### src/design/fpbl_defs.vh
// Constants for the flash status and boot lock host controller
`ifndef FPBL_DEFS_VH
`define FPBL_DEFS_VH
// Register word addresses (byte offsets)
`define FPBL_REG_CTRL     8'h00
`define FPBL_REG_ADDR     8'h04
`define FPBL_REG_WDATA    8'h08
`define FPBL_REG_RDATA    8'h0C
`define FPBL_REG_STATUS   8'h10
`define FPBL_REG_IRQ_STAT 8'h14
`define FPBL_REG_IRQ_MASK 8'h18
// Command codes in control bits 2:0
`define FPBL_CMD_READ     3'h1
`define FPBL_CMD_WRITE    3'h2
`define FPBL_CMD_POLL     3'h3
`define FPBL_CMD_TOGGLE   3'h4
// Event bits
`define FPBL_EV_DONE      0
`define FPBL_EV_POLLED    1
`define FPBL_EV_PWRUP     2
// Lockout detection bytes and addresses
`define FPBL_LOCK_FREE    8'hFE
`define FPBL_LOCK_SET     8'hFF
`define FPBL_BOOT_LO_ADDR 19'h00002
`define FPBL_BOOT_HI_ADDR 19'h7FFF2
// Timing
`define FPBL_CLK_MHZ      100
`define FPBL_PWRUP_MS     20
`define FPBL_PWRUP_CYC    (`FPBL_PWRUP_MS * 1000 * `FPBL_CLK_MHZ)
`define FPBL_TACC_NS      250
`define FPBL_TACC_CYC     ((`FPBL_TACC_NS * `FPBL_CLK_MHZ + 999) / 1000)
`define FPBL_TWP_NS       200
`define FPBL_TWP_CYC      ((`FPBL_TWP_NS * `FPBL_CLK_MHZ + 999) / 1000)
`define FPBL_TDF_NS       60
`define FPBL_TDF_CYC      ((`FPBL_TDF_NS * `FPBL_CLK_MHZ + 999) / 1000)
`endif

### src/design/fpbl_host.v
// Wishbone host controller driving a parallel flash through its pins
`timescale 1ns/1ps
`include "fpbl_defs.vh"
module fpbl_host #(
  parameter PWRUP_CYC = `FPBL_PWRUP_CYC,
  parameter POLL_MAX  = 32'h00FFFFFF
) (
  input  wire        clock_in,
  input  wire        rst_in,
  input  wire        wb_cyc_in,
  input  wire        wb_stb_in,
  input  wire        wb_we_in,
  input  wire [7:0]  wb_adr_in,
  input  wire [3:0]  wb_sel_in,
  input  wire [31:0] wb_dat_in,
  output reg  [31:0] wb_dat_out,
  output reg         wb_ack_out,
  output wire        irq_out,
  output reg  [18:0] byte_address_bus_out,
  output reg         chip_sel_n_out,
  output reg         out_en_n_out,
  output reg         write_en_n_out,
  output reg  [7:0]  data_out,
  output reg         data_oe_out,
  input  wire [7:0]  data_in
);
  // ***************************************************
  // States
  // ***************************************************
  localparam [5:0] S_IDLE = 6'h01;
  localparam [5:0] S_RD   = 6'h02;
  localparam [5:0] S_WR   = 6'h04;
  localparam [5:0] S_GAP  = 6'h08;
  localparam [5:0] S_EVAL = 6'h10;
  localparam [5:0] S_PWR  = 6'h20;

  wire [7:0]  pin_sync;
  reg  [5:0]  state_r;
  reg  [2:0]  cmd_r;
  reg  [18:0] addr_r;
  reg  [7:0]  wdata_r;
  reg  [7:0]  rdata_r;
  reg  [7:0]  prev_r;
  reg         prev_ok_r;
  reg         fail_r;
  reg         busy_r;
  reg  [2:0]  irq_stat_r;
  reg  [2:0]  irq_mask_r;
  reg  [31:0] cnt_r;
  reg  [31:0] polls_r;
  reg  [2:0]  ev_set;
  wire        wb_hit;
  wire        poll_done;

  fpbl_pin_sync #(
    .WIDTH (8)
  ) u_sync (
    .clock_in (clock_in),
    .rst_in   (rst_in),
    .async_in (data_in),
    .sync_out (pin_sync)
  );

  // Register address match
  function is_reg;
    input [7:0] adr;
    input [7:0] off;
    begin
      is_reg = (adr == off);
    end
  endfunction

  assign wb_hit = wb_cyc_in & wb_stb_in & ~wb_ack_out;
  assign irq_out = |(irq_stat_r & irq_mask_r);

  assign poll_done = (cmd_r == `FPBL_CMD_POLL) ? (rdata_r[7] == wdata_r[7]) :
                     (prev_ok_r & (rdata_r[6] == prev_r[6]));

  // ***************************************************
  // Bus slave and interrupt status
  // ***************************************************
  always @(posedge clock_in) begin
    if (rst_in) begin
      wb_ack_out <= 1'b0;
      wb_dat_out <= 32'h0000_0000;
      addr_r     <= 19'h00000;
      wdata_r    <= 8'h00;
      irq_mask_r <= 3'h0;
      irq_stat_r <= 3'h0;
    end else begin
      wb_ack_out <= wb_hit;
      irq_stat_r <= irq_stat_r | ev_set;
      if (wb_hit && wb_we_in) begin
        if (is_reg(wb_adr_in, `FPBL_REG_ADDR) && wb_sel_in[0])
          addr_r <= wb_dat_in[18:0];
        if (is_reg(wb_adr_in, `FPBL_REG_WDATA) && wb_sel_in[0])
          wdata_r <= wb_dat_in[7:0];
        if (is_reg(wb_adr_in, `FPBL_REG_IRQ_MASK) && wb_sel_in[0])
          irq_mask_r <= wb_dat_in[2:0];
        // Set wins over write-one clear
        if (is_reg(wb_adr_in, `FPBL_REG_IRQ_STAT) && wb_sel_in[0])
          irq_stat_r <= (irq_stat_r & ~wb_dat_in[2:0]) | ev_set;
      end
      if (wb_hit && !wb_we_in) begin
        case (wb_adr_in)
          `FPBL_REG_CTRL:     wb_dat_out <= {29'h0, cmd_r};
          `FPBL_REG_ADDR:     wb_dat_out <= {13'h0, addr_r};
          `FPBL_REG_WDATA:    wb_dat_out <= {24'h0, wdata_r};
          `FPBL_REG_RDATA:    wb_dat_out <= {24'h0, rdata_r};
          `FPBL_REG_STATUS:   wb_dat_out <= {30'h0, fail_r, busy_r};
          `FPBL_REG_IRQ_STAT: wb_dat_out <= {29'h0, irq_stat_r};
          `FPBL_REG_IRQ_MASK: wb_dat_out <= {29'h0, irq_mask_r};
          default:            wb_dat_out <= 32'h0000_0000;
        endcase
      end
    end
  end

  // ***************************************************
  // Pin sequencer
  // ***************************************************
  always @(posedge clock_in) begin
    if (rst_in) begin
      state_r              <= S_PWR;
      cmd_r                <= 3'h0;
      cnt_r                <= 32'h0000_0000;
      polls_r              <= 32'h0000_0000;
      busy_r               <= 1'b1;
      fail_r               <= 1'b0;
      rdata_r              <= 8'h00;
      prev_r               <= 8'h00;
      prev_ok_r            <= 1'b0;
      byte_address_bus_out <= 19'h00000;
      chip_sel_n_out       <= 1'b1;
      out_en_n_out         <= 1'b1;
      write_en_n_out       <= 1'b1;
      data_out             <= 8'h00;
      data_oe_out          <= 1'b0;
      ev_set               <= 3'h0;
    end else begin
      ev_set <= 3'h0;
      case (state_r)
        S_PWR: begin
          cnt_r <= cnt_r + 32'h1;
          if (cnt_r >= PWRUP_CYC - 1) begin
            state_r <= S_IDLE;
            busy_r  <= 1'b0;
            ev_set[`FPBL_EV_PWRUP] <= 1'b1;
          end
        end
        S_IDLE: begin
          if (wb_hit && wb_we_in && is_reg(wb_adr_in, `FPBL_REG_CTRL) &&
              wb_sel_in[0] && (wb_dat_in[2:0] != 3'h0)) begin
            cmd_r                <= wb_dat_in[2:0];
            busy_r               <= 1'b1;
            fail_r               <= 1'b0;
            prev_ok_r            <= 1'b0;
            polls_r              <= 32'h0000_0000;
            cnt_r                <= 32'h0000_0000;
            byte_address_bus_out <= addr_r;
            chip_sel_n_out       <= 1'b0;
            // One byte load of a command series
            if (wb_dat_in[2:0] == `FPBL_CMD_WRITE) begin
              state_r        <= S_WR;
              write_en_n_out <= 1'b0;
              data_out       <= wdata_r;
              data_oe_out    <= 1'b1;
            end else begin
              state_r      <= S_RD;
              out_en_n_out <= 1'b0;
            end
          end
        end
        S_WR: begin
          cnt_r <= cnt_r + 32'h1;
          if (cnt_r >= `FPBL_TWP_CYC - 1) begin
            write_en_n_out <= 1'b1;
            chip_sel_n_out <= 1'b1;
            cnt_r          <= 32'h0000_0000;
            state_r        <= S_GAP;
          end
        end
        S_RD: begin
          cnt_r <= cnt_r + 32'h1;
          if (cnt_r >= `FPBL_TACC_CYC + 1) begin
            rdata_r        <= pin_sync;
            out_en_n_out   <= 1'b1;
            chip_sel_n_out <= 1'b1;
            cnt_r          <= 32'h0000_0000;
            state_r        <= S_EVAL;
          end
        end
        S_EVAL: begin
          cnt_r <= cnt_r + 32'h1;
          if (cnt_r >= `FPBL_TDF_CYC - 1) begin
            cnt_r   <= 32'h0000_0000;
            prev_r  <= rdata_r;
            prev_ok_r <= 1'b1;
            polls_r <= polls_r + 32'h1;
            if ((cmd_r == `FPBL_CMD_POLL) || (cmd_r == `FPBL_CMD_TOGGLE)) begin
              if (poll_done) begin
                state_r <= S_IDLE;
                busy_r  <= 1'b0;
                ev_set[`FPBL_EV_POLLED] <= 1'b1;
              end else if (polls_r >= POLL_MAX) begin
                state_r <= S_IDLE;
                busy_r  <= 1'b0;
                fail_r  <= 1'b1;
                ev_set[`FPBL_EV_POLLED] <= 1'b1;
              end else begin
                state_r              <= S_RD;
                chip_sel_n_out       <= 1'b0;
                out_en_n_out         <= 1'b0;
              end
            end else begin
              state_r <= S_IDLE;
              busy_r  <= 1'b0;
              ev_set[`FPBL_EV_DONE] <= 1'b1;
            end
          end
        end
        S_GAP: begin
          data_oe_out <= 1'b0;
          state_r     <= S_IDLE;
          busy_r      <= 1'b0;
          ev_set[`FPBL_EV_DONE] <= 1'b1;
        end
        default: begin
          state_r <= S_IDLE;
        end
      endcase
    end
  end
endmodule

### src/design/fpbl_pin_sync.v
// Two-stage synchroniser for the flash data pins
`timescale 1ns/1ps
module fpbl_pin_sync #(
  parameter WIDTH = 8
) (
  input  wire             clock_in,
  input  wire             rst_in,
  input  wire [WIDTH-1:0] async_in,
  output wire [WIDTH-1:0] sync_out
);
  reg [WIDTH-1:0] meta_r;
  reg [WIDTH-1:0] sync_r;
  always @(posedge clock_in) begin
    if (rst_in) begin
      meta_r <= {WIDTH{1'b0}};
      sync_r <= {WIDTH{1'b0}};
    end else begin
      meta_r <= async_in;
      sync_r <= meta_r;
    end
  end
  assign sync_out = sync_r;
endmodule

### config.mk
export PLATFORM = sky130hd
export DESIGN_NAME = fpbl_host
export DESIGN_NICKNAME = d
export VERILOG_FILES = /design/src/design/fpbl_host.v /design/src/design/fpbl_pin_sync.v
export VERILOG_INCLUDE_DIRS = /design/src /design/src/design
export SDC_FILE = /design/constraint.sdc
export NUM_CORES = 1
export LEC_CHECK = 0
export ABC_CLOCK_PERIOD_IN_PS = 2700
export BUFFER_PORTS_ARGS = -buffer_cell sky130_fd_sc_hd__buf_2
export CAP_MARGIN = 25
export CORE_MARGIN = 5
export CORE_UTILIZATION = 45
export DETAILED_ROUTE_END_ITERATION = 8
export GPL_TIMING_DRIVEN = 0
export PLACE_DENSITY = 0.69
export RECOVER_POWER = 100
export SLEW_MARGIN = 20
export SYNTH_ARGS = -nofsm -noshare
export SYNTH_HDL_FRONTEND = slang
export SYNTH_SLANG_ARGS = --single-unit
### constraint.sdc
create_clock -name clock_in -period 2.7 [get_ports clock_in]
set_input_delay 0.135 -clock clock_in [delete_from_list [all_inputs] [get_ports clock_in]]
set_output_delay 0.135 -clock clock_in [all_outputs]
set_load 0.005 [all_outputs]
# --- Yosys cells after proc, flatten, opt, wreduce, memory -nomap -nowiden ---
# Cells that the tools add are included.
totals:
  reg_bits: 207
  inputBits: 57
  out_inout_bits: 65
  word_cells: 172
classes:
  n_addsub: 2
  n_lt_le_gt_ge: 5
  n_eq_ne: 29
  n_mux: 58
  bitwise_logic: 13
  reduce_logical: 39
ops:
  columns: ["operator", "count"]
  rows:
  - ["$mux W32", 5]
  - ["$pmux W32 S5", 1]
  - ["$pmux W19 S7", 1]
  - ["$add A32 B1 Y32 const B", 2]
  - ["$ge A32 B5 Y1 const B", 2]
  - ["$pmux W32 S2", 1]
  - ["$mux W6", 6]
  - ["$ge A32 B21 Y1 const B", 1]
  - ["$ge A32 B24 Y1 const B", 1]
  - ["$ge A32 B3 Y1 const B", 1]
  - ["$mux W1", 30]
  - ["$pmux W6 S5", 1]
  - ["$eq A8 B5 Y1 const B", 3]
  - ["$ne A2 B2 Y1 const B", 11]
  - ["$eq A8 B4 Y1 const B", 2]
  - ["$reduce_and A8 Y1", 2]
  - ["$reduce_and A2 Y1", 7]
  - ["$pmux W1 S2", 5]
  - ["$reduce_and A5 Y1", 2]
  - ["$logic_and A1 B1 Y1", 9]
  - ["$mux W3", 3]
  - ["$reduce_and A3 Y1", 3]
  - ["$eq A8 B3 Y1 const B", 1]
  - ["$logic_not A8 Y1", 1]
  - ["other kinds (29)", 45]

# --- Logic depth before layout (Yosys ltp) ---
depth:
  depth_word: 8
  mapped_depth: 9
  depth_no_buf: 8

# --- Cells and area by module ---
# A second synthesis with hierarchy kept.
hier_totals:
  hier_cells: 1048
  hier_area_um2: 8506.9
by_module_without_submodules:
  columns: ["module", "n_inst", "cells_per_inst", "area_per_inst_um2", "seq_area_each_um2"]
  rows:
  - ["fpbl_host", 1, 1015, 8042.7, 3443.3]
  - ["fpbl_pin_sync", 1, 33, 464.2, 320.3]

# --- Worst setup path before layout ---
# OpenSTA, ideal clock, no wires.
synth_path:
  kind: "flip-flop to flip-flop"
  from: "register cnt_r[11]"
  to: "register polls_r[6]"
  setup_ns: 0.117
  arrival_time_ns: 2.266
  t_required_ns: 2.583
  slack_ns: 0.316
  path_stages_with_launch: 7
  n_path_buf: 2
  period_less_slack_ns: 2.384
  path_cell_list: "dfxtp_1 or4_4 or4_4 o31a_1 buf_6 buf_2 a32o_1"
synth_via:
  elab_chain_cells: 3
synth_lines:
  columns: ["element", "line", "text"]
  rows:
  - ["start, declared", "fpbl_host.v:49", "reg [31:0] cnt_r;"]
  - ["start signal, assigned", "fpbl_host.v:144", "cnt_r <= cnt_r + 32'h1;"]
  - ["start signal, assigned", "fpbl_host.v:175", "cnt_r <= cnt_r + 32'h1;"]
  - ["start signal, assigned", "fpbl_host.v:184", "cnt_r <= cnt_r + 32'h1;"]
  - ["$ge A32 B3 Y1", "fpbl_host.v:195", "if (cnt_r >= `FPBL_TDF_CYC - 1) begin"]
  - ["$ne A2 B2 Y1 (no line)", null, null]
  - ["$reduce_and A3 Y1 (no line)", null, null]
  - ["end signal, assigned", "fpbl_host.v:199", "polls_r <= polls_r + 32'h1;"]
  - ["end, declared", "fpbl_host.v:50", "reg [31:0] polls_r;"]
# No other way between the ends.
# A chain may end at the register's enable or synchronous reset.

# --- Worst setup path in the final report ---
layout_path:
  from: "register cnt_r[11]"
  to: "register state_r[4]"
layout_via:
  elab_chain_cells: 3
  word_cells_on_any_way: 9
  classes_between: "order compare: 4; eq/ne: 4; reduce/logical: 1"
layout_lines:
  columns: ["element", "line", "text"]
  rows:
  - ["$ge A32 B21 Y1, or another cell as far along", "fpbl_host.v:145", "if (cnt_r >= PWRUP_CYC - 1) begin"]
  - ["$ne A2 B2 Y1 (no line)", null, null]
  - ["$reduce_and A5 Y1 (no line) (*)", null, null]
  - ["end signal, assigned", "fpbl_host.v:146", "state_r <= S_IDLE;"]
  - ["end signal, assigned", "fpbl_host.v:164", "state_r <= S_WR;"]
  - ["end signal, assigned", "fpbl_host.v:169", "state_r <= S_RD;"]
  - ["end, declared", "fpbl_host.v:38", "reg [5:0] state_r;"]
# Every way passes the cells marked *; elsewhere a longest branch is shown, timed or not.

==> impl_metrics.csv <==
group,metric,value,unit
critical_path,arrival,2.95,ns
sta,max_freq,381,MHz
placement,place_area,9400,um2
drt,wl_per_cell,16.1,um
drt,ant_nets,0,
global_route,grt_pass1_wl,37400,um
global_route,grt_use_total,20.7,%
die,core,18800,um2
clock_tree,root_buffer,"clkbuf_16",
status,status,"completed",
sta,period_minus_slack,2.63,ns
synth,ys_ff_latch,188,
clock_tree,clock_path_buffers,2,
critical_path,setup.worst_path.end_class,"flip-flop",
sta,setup_violations,0,
finish,insertedDiodeCount,0,
power,p_leak,3.57,nW
sta,rsz0062_at_grt,"yes",
sta,slew_headroom,17.7,%
drt,drc,0,
clock_tree,clk_pin_slew,0.07,ns
synth,ys_seq_area_share,43.7,%
global_route,gr-usage-met3,3.23,%
die,die_x,148,um
synth,async_flop_share,0,%
critical_path,cp_max_fo,9,
critical_path,crit_chain,"or4_4 > a211o_1 > a2111oi_1 > a211oi_4 > and2_1 > buf_2 > o21a_1",
die,die_h,148,um
power,power,5.71,mW
finish,fin_cells,1439,
placement,post-dp-hpwl,16600,um
synth,synth_cell_types,70,
global_route,grt-ovfl-total,0,
sta,skew,0.00928,ns
clock_tree,cts_tree,"built",
clock_tree,clock_sink_count,188,
sta,setup_ws,0.0750,ns
global_route,grtUsageMet2,33.8,%
synth,avgSynthCellArea,8.23,um2
critical_path,max_stage_delay,0.61,ns
critical_path,crit_type,"flip-flop to flip-flop",
power,power.density,555,nW/um2
global_route,antenna_found_initial,0,
synth,synth_area,8620,um2
clock_tree,cts_buffers,17,
clock_tree,clk-insertion-delay-late,0.44,ns
finish,fin_area,10300,um2
global_route,use_met1,27.8,%
global_route,grt_pass1_vias,7427,
drt,vias,8078,
global_route,grt_max_degree,20,
finish,drive_gt1_share,13.1,%
finish,layout.nets,1254,
placement,io_buffer_count,88,
sta,hold_violations,0,
sta,timing.final.crit_share,97.2,%
min_path,min_path_type,"primary input to flip-flop",
synth,synth_ff_type,"dfxtp_1",
finish,fillers,1775,
drt,routed_via_density,5.61,
power,vdd_drop_max,0.000464,V
run,maxCapViolations,0,
critical_path,crit_slowest_cell,"a2111oi_1",
sta,worstMarginPinSlew,1.22,ns
placement,post-place-ws,-0.101,ns
synth,syn_inst,1047,
die,initial_core_util,45.9,%
drt,drt-pass1-iter-count,5,
sta,tns,0,ns
die,ios,122,
global_route,busiest_layer,"met2",
critical_path,required,3.03,ns
critical_path,critPathLaunchType,"flip-flop",
drt,drtIter0Drc,623,
die,rows,50,
drt,finalWirelength,23100,um
die,die_area,22000,um2
synth,synth-edff-count,0,
placement,dp_cells,1381,
synth,ys_warn_count,0,
clock_tree,cts.htree.levels,4,
sta,drv_slew,0,
placement,place.gp.congestion,0.895,
finish,area_growth,19.3,%
## flip-flops by register name, summed over array words and instances, names as in the netlist, 8 cells and up
signal	cells
wdata_r	8
wb_dat_out	19
u_sync.sync_out	8
polls_r	32
byte_address_bus_out	19
cnt_r	32
rdata_r	8
u_sync.meta_r	8
addr_r	19
data_out	8
## kinds of logic after synthesis
kind of cell             after synthesis  synth area share (%)
AO/OA/AOI/OAI                        226                  16.9
XOR/XNOR                              22                  2.24
adder cells (fa/ha/maj)                5                 0.726
buffers and inverters                 88                  4.97
flip-flops                           188                  43.7
multiplexers                          31                  3.64
other                                  1                0.0435
AND/OR/NAND/NOR                      486                  27.8
## metrics by stage
step	utilization [%]	hold slack, ns
2_1_floorplan	-	0.263
3_3_place_gp	50.1	0.347
3_5_place_dp	50.1	0.349
4_1_cts	54.5	0.000523
5_1_grt	54.8	0.0245
6_report	54.8	0.0151
## cells in the final DEF, fill, tap and decap left out, drive strengths merged, types with 25 or more instances in the layout
master,instances
clkbuf,95
nand2,140
nor2,125
o21ai,46
nand3,35
mux2i,28
nor2b,25
a21oi,89
nor3,30
nand4,27
buf,90
dfxtp,188
## area by class of cell
| type | instances | area [um2] | area share (%) |
|---|---|---|---|
| clock inverters | 14 | 145 | 1.41 |
| repair buffers | 114 | 661 | 6.42 |
| multi-input cells | 783 | 4550 | 44.2 |
| inverters | 11 | 41.3 | 0.402 |
| flip-flops and latches | 188 | 3760 | 36.6 |
| well taps | 234 | 293 | 2.85 |
| clock buffers | 18 | 429 | 4.17 |
| plain buffers | 77 | 402 | 3.91 |
## report_power, final
part | internal (mW) | leakage [nW] | total [mW] | switching [mW]
Combinational | 0.169 | 1.77 | 0.427 | 0.258
Clock | 1.24 | 0.281 | 2.45 | 1.21
Sequential | 2.81 | 1.52 | 2.83 | 0.0234
Total | 4.21 | 3.57 | 5.71 | 1.49
## Yosys cell counts (all sizes together) (2+ instances only)
cell type | count | share of area [%]
nand4b | 4 | 0.41
nor3 | 30 | 1.9
nor4b | 6 | 0.61
nor4 | 17 | 1.4
o2111ai | 2 | 0.20
o221ai | 2 | 0.20
xnor2 | 14 | 1.4
a41oi | 7 | 0.80
or4 | 11 | 1.0
mux2i | 28 | 3.3
clkbuf | 49 | 2.1
nor2b | 25 | 1.8
nand3b | 8 | 0.70
a22oi | 14 | 1.2
ha | 5 | 0.73
buf | 28 | 2.4
nand2b | 6 | 0.44
nand4 | 27 | 2.0
xor2 | 8 | 0.81
a221o | 2 | 0.23
a211oi | 17 | 1.7
o211ai | 5 | 0.44
o21a | 3 | 0.26
nor3b | 2 | 0.17
nand3 | 35 | 2.0
a21oi | 89 | 5.2
o21ai | 46 | 2.7
and4 | 4 | 0.41
o31a | 2 | 0.20
nor2 | 125 | 5.5
or2 | 9 | 0.65
inv | 11 | 0.48
a31oi | 9 | 0.65
a311oi | 9 | 0.91
dfxtp | 188 | 44
nand2 | 140 | 6.1
or3 | 23 | 1.7
o31ai | 3 | 0.42
and2 | 7 | 0.51
a211o | 4 | 0.51
mux2 | 3 | 0.39
and3 | 5 | 0.36
## worst max-delay path: cells and delay by family (launching register included)
family	cells	cell delay, ns
compound gates	4	1.20
buf+inv	1	0.17
flops	1	0.36
simple gates	2	0.78
## worst paths after layout
check / start / to / slack, ns / cells after the start
setup reg to reg: cnt_r[11] / state_r[4] / 0.07 / 7
hold / removal: wb_cyc_in / wb_ack_out / 0.02 / 3
setup / recovery: cnt_r[11] / state_r[4] / 0.07 / 7
hold reg to reg: u_sync.meta_r[7] / u_sync.sync_out[7] / 0.44 / 1
## per-layer routing
| layer | wire length, um | up-vias |
|---|---|---|
| met4 | 558 | 0 |
| met3 | 1230 | 40 |
| met1 | 10600 | 3791 |
| met5 | 0 | - |
| li1 | - | 4002 |
| met2 | 10700 | 245 |
## timing repair
action	CTS	global route
buffers inserted	0	2
hold buffers	24	0
resized for setup	1	22
setup endpoints to repair	35	108
hold endpoints to repair	29	0
pin swaps	1	5
(Power assumes the default switching activity.)
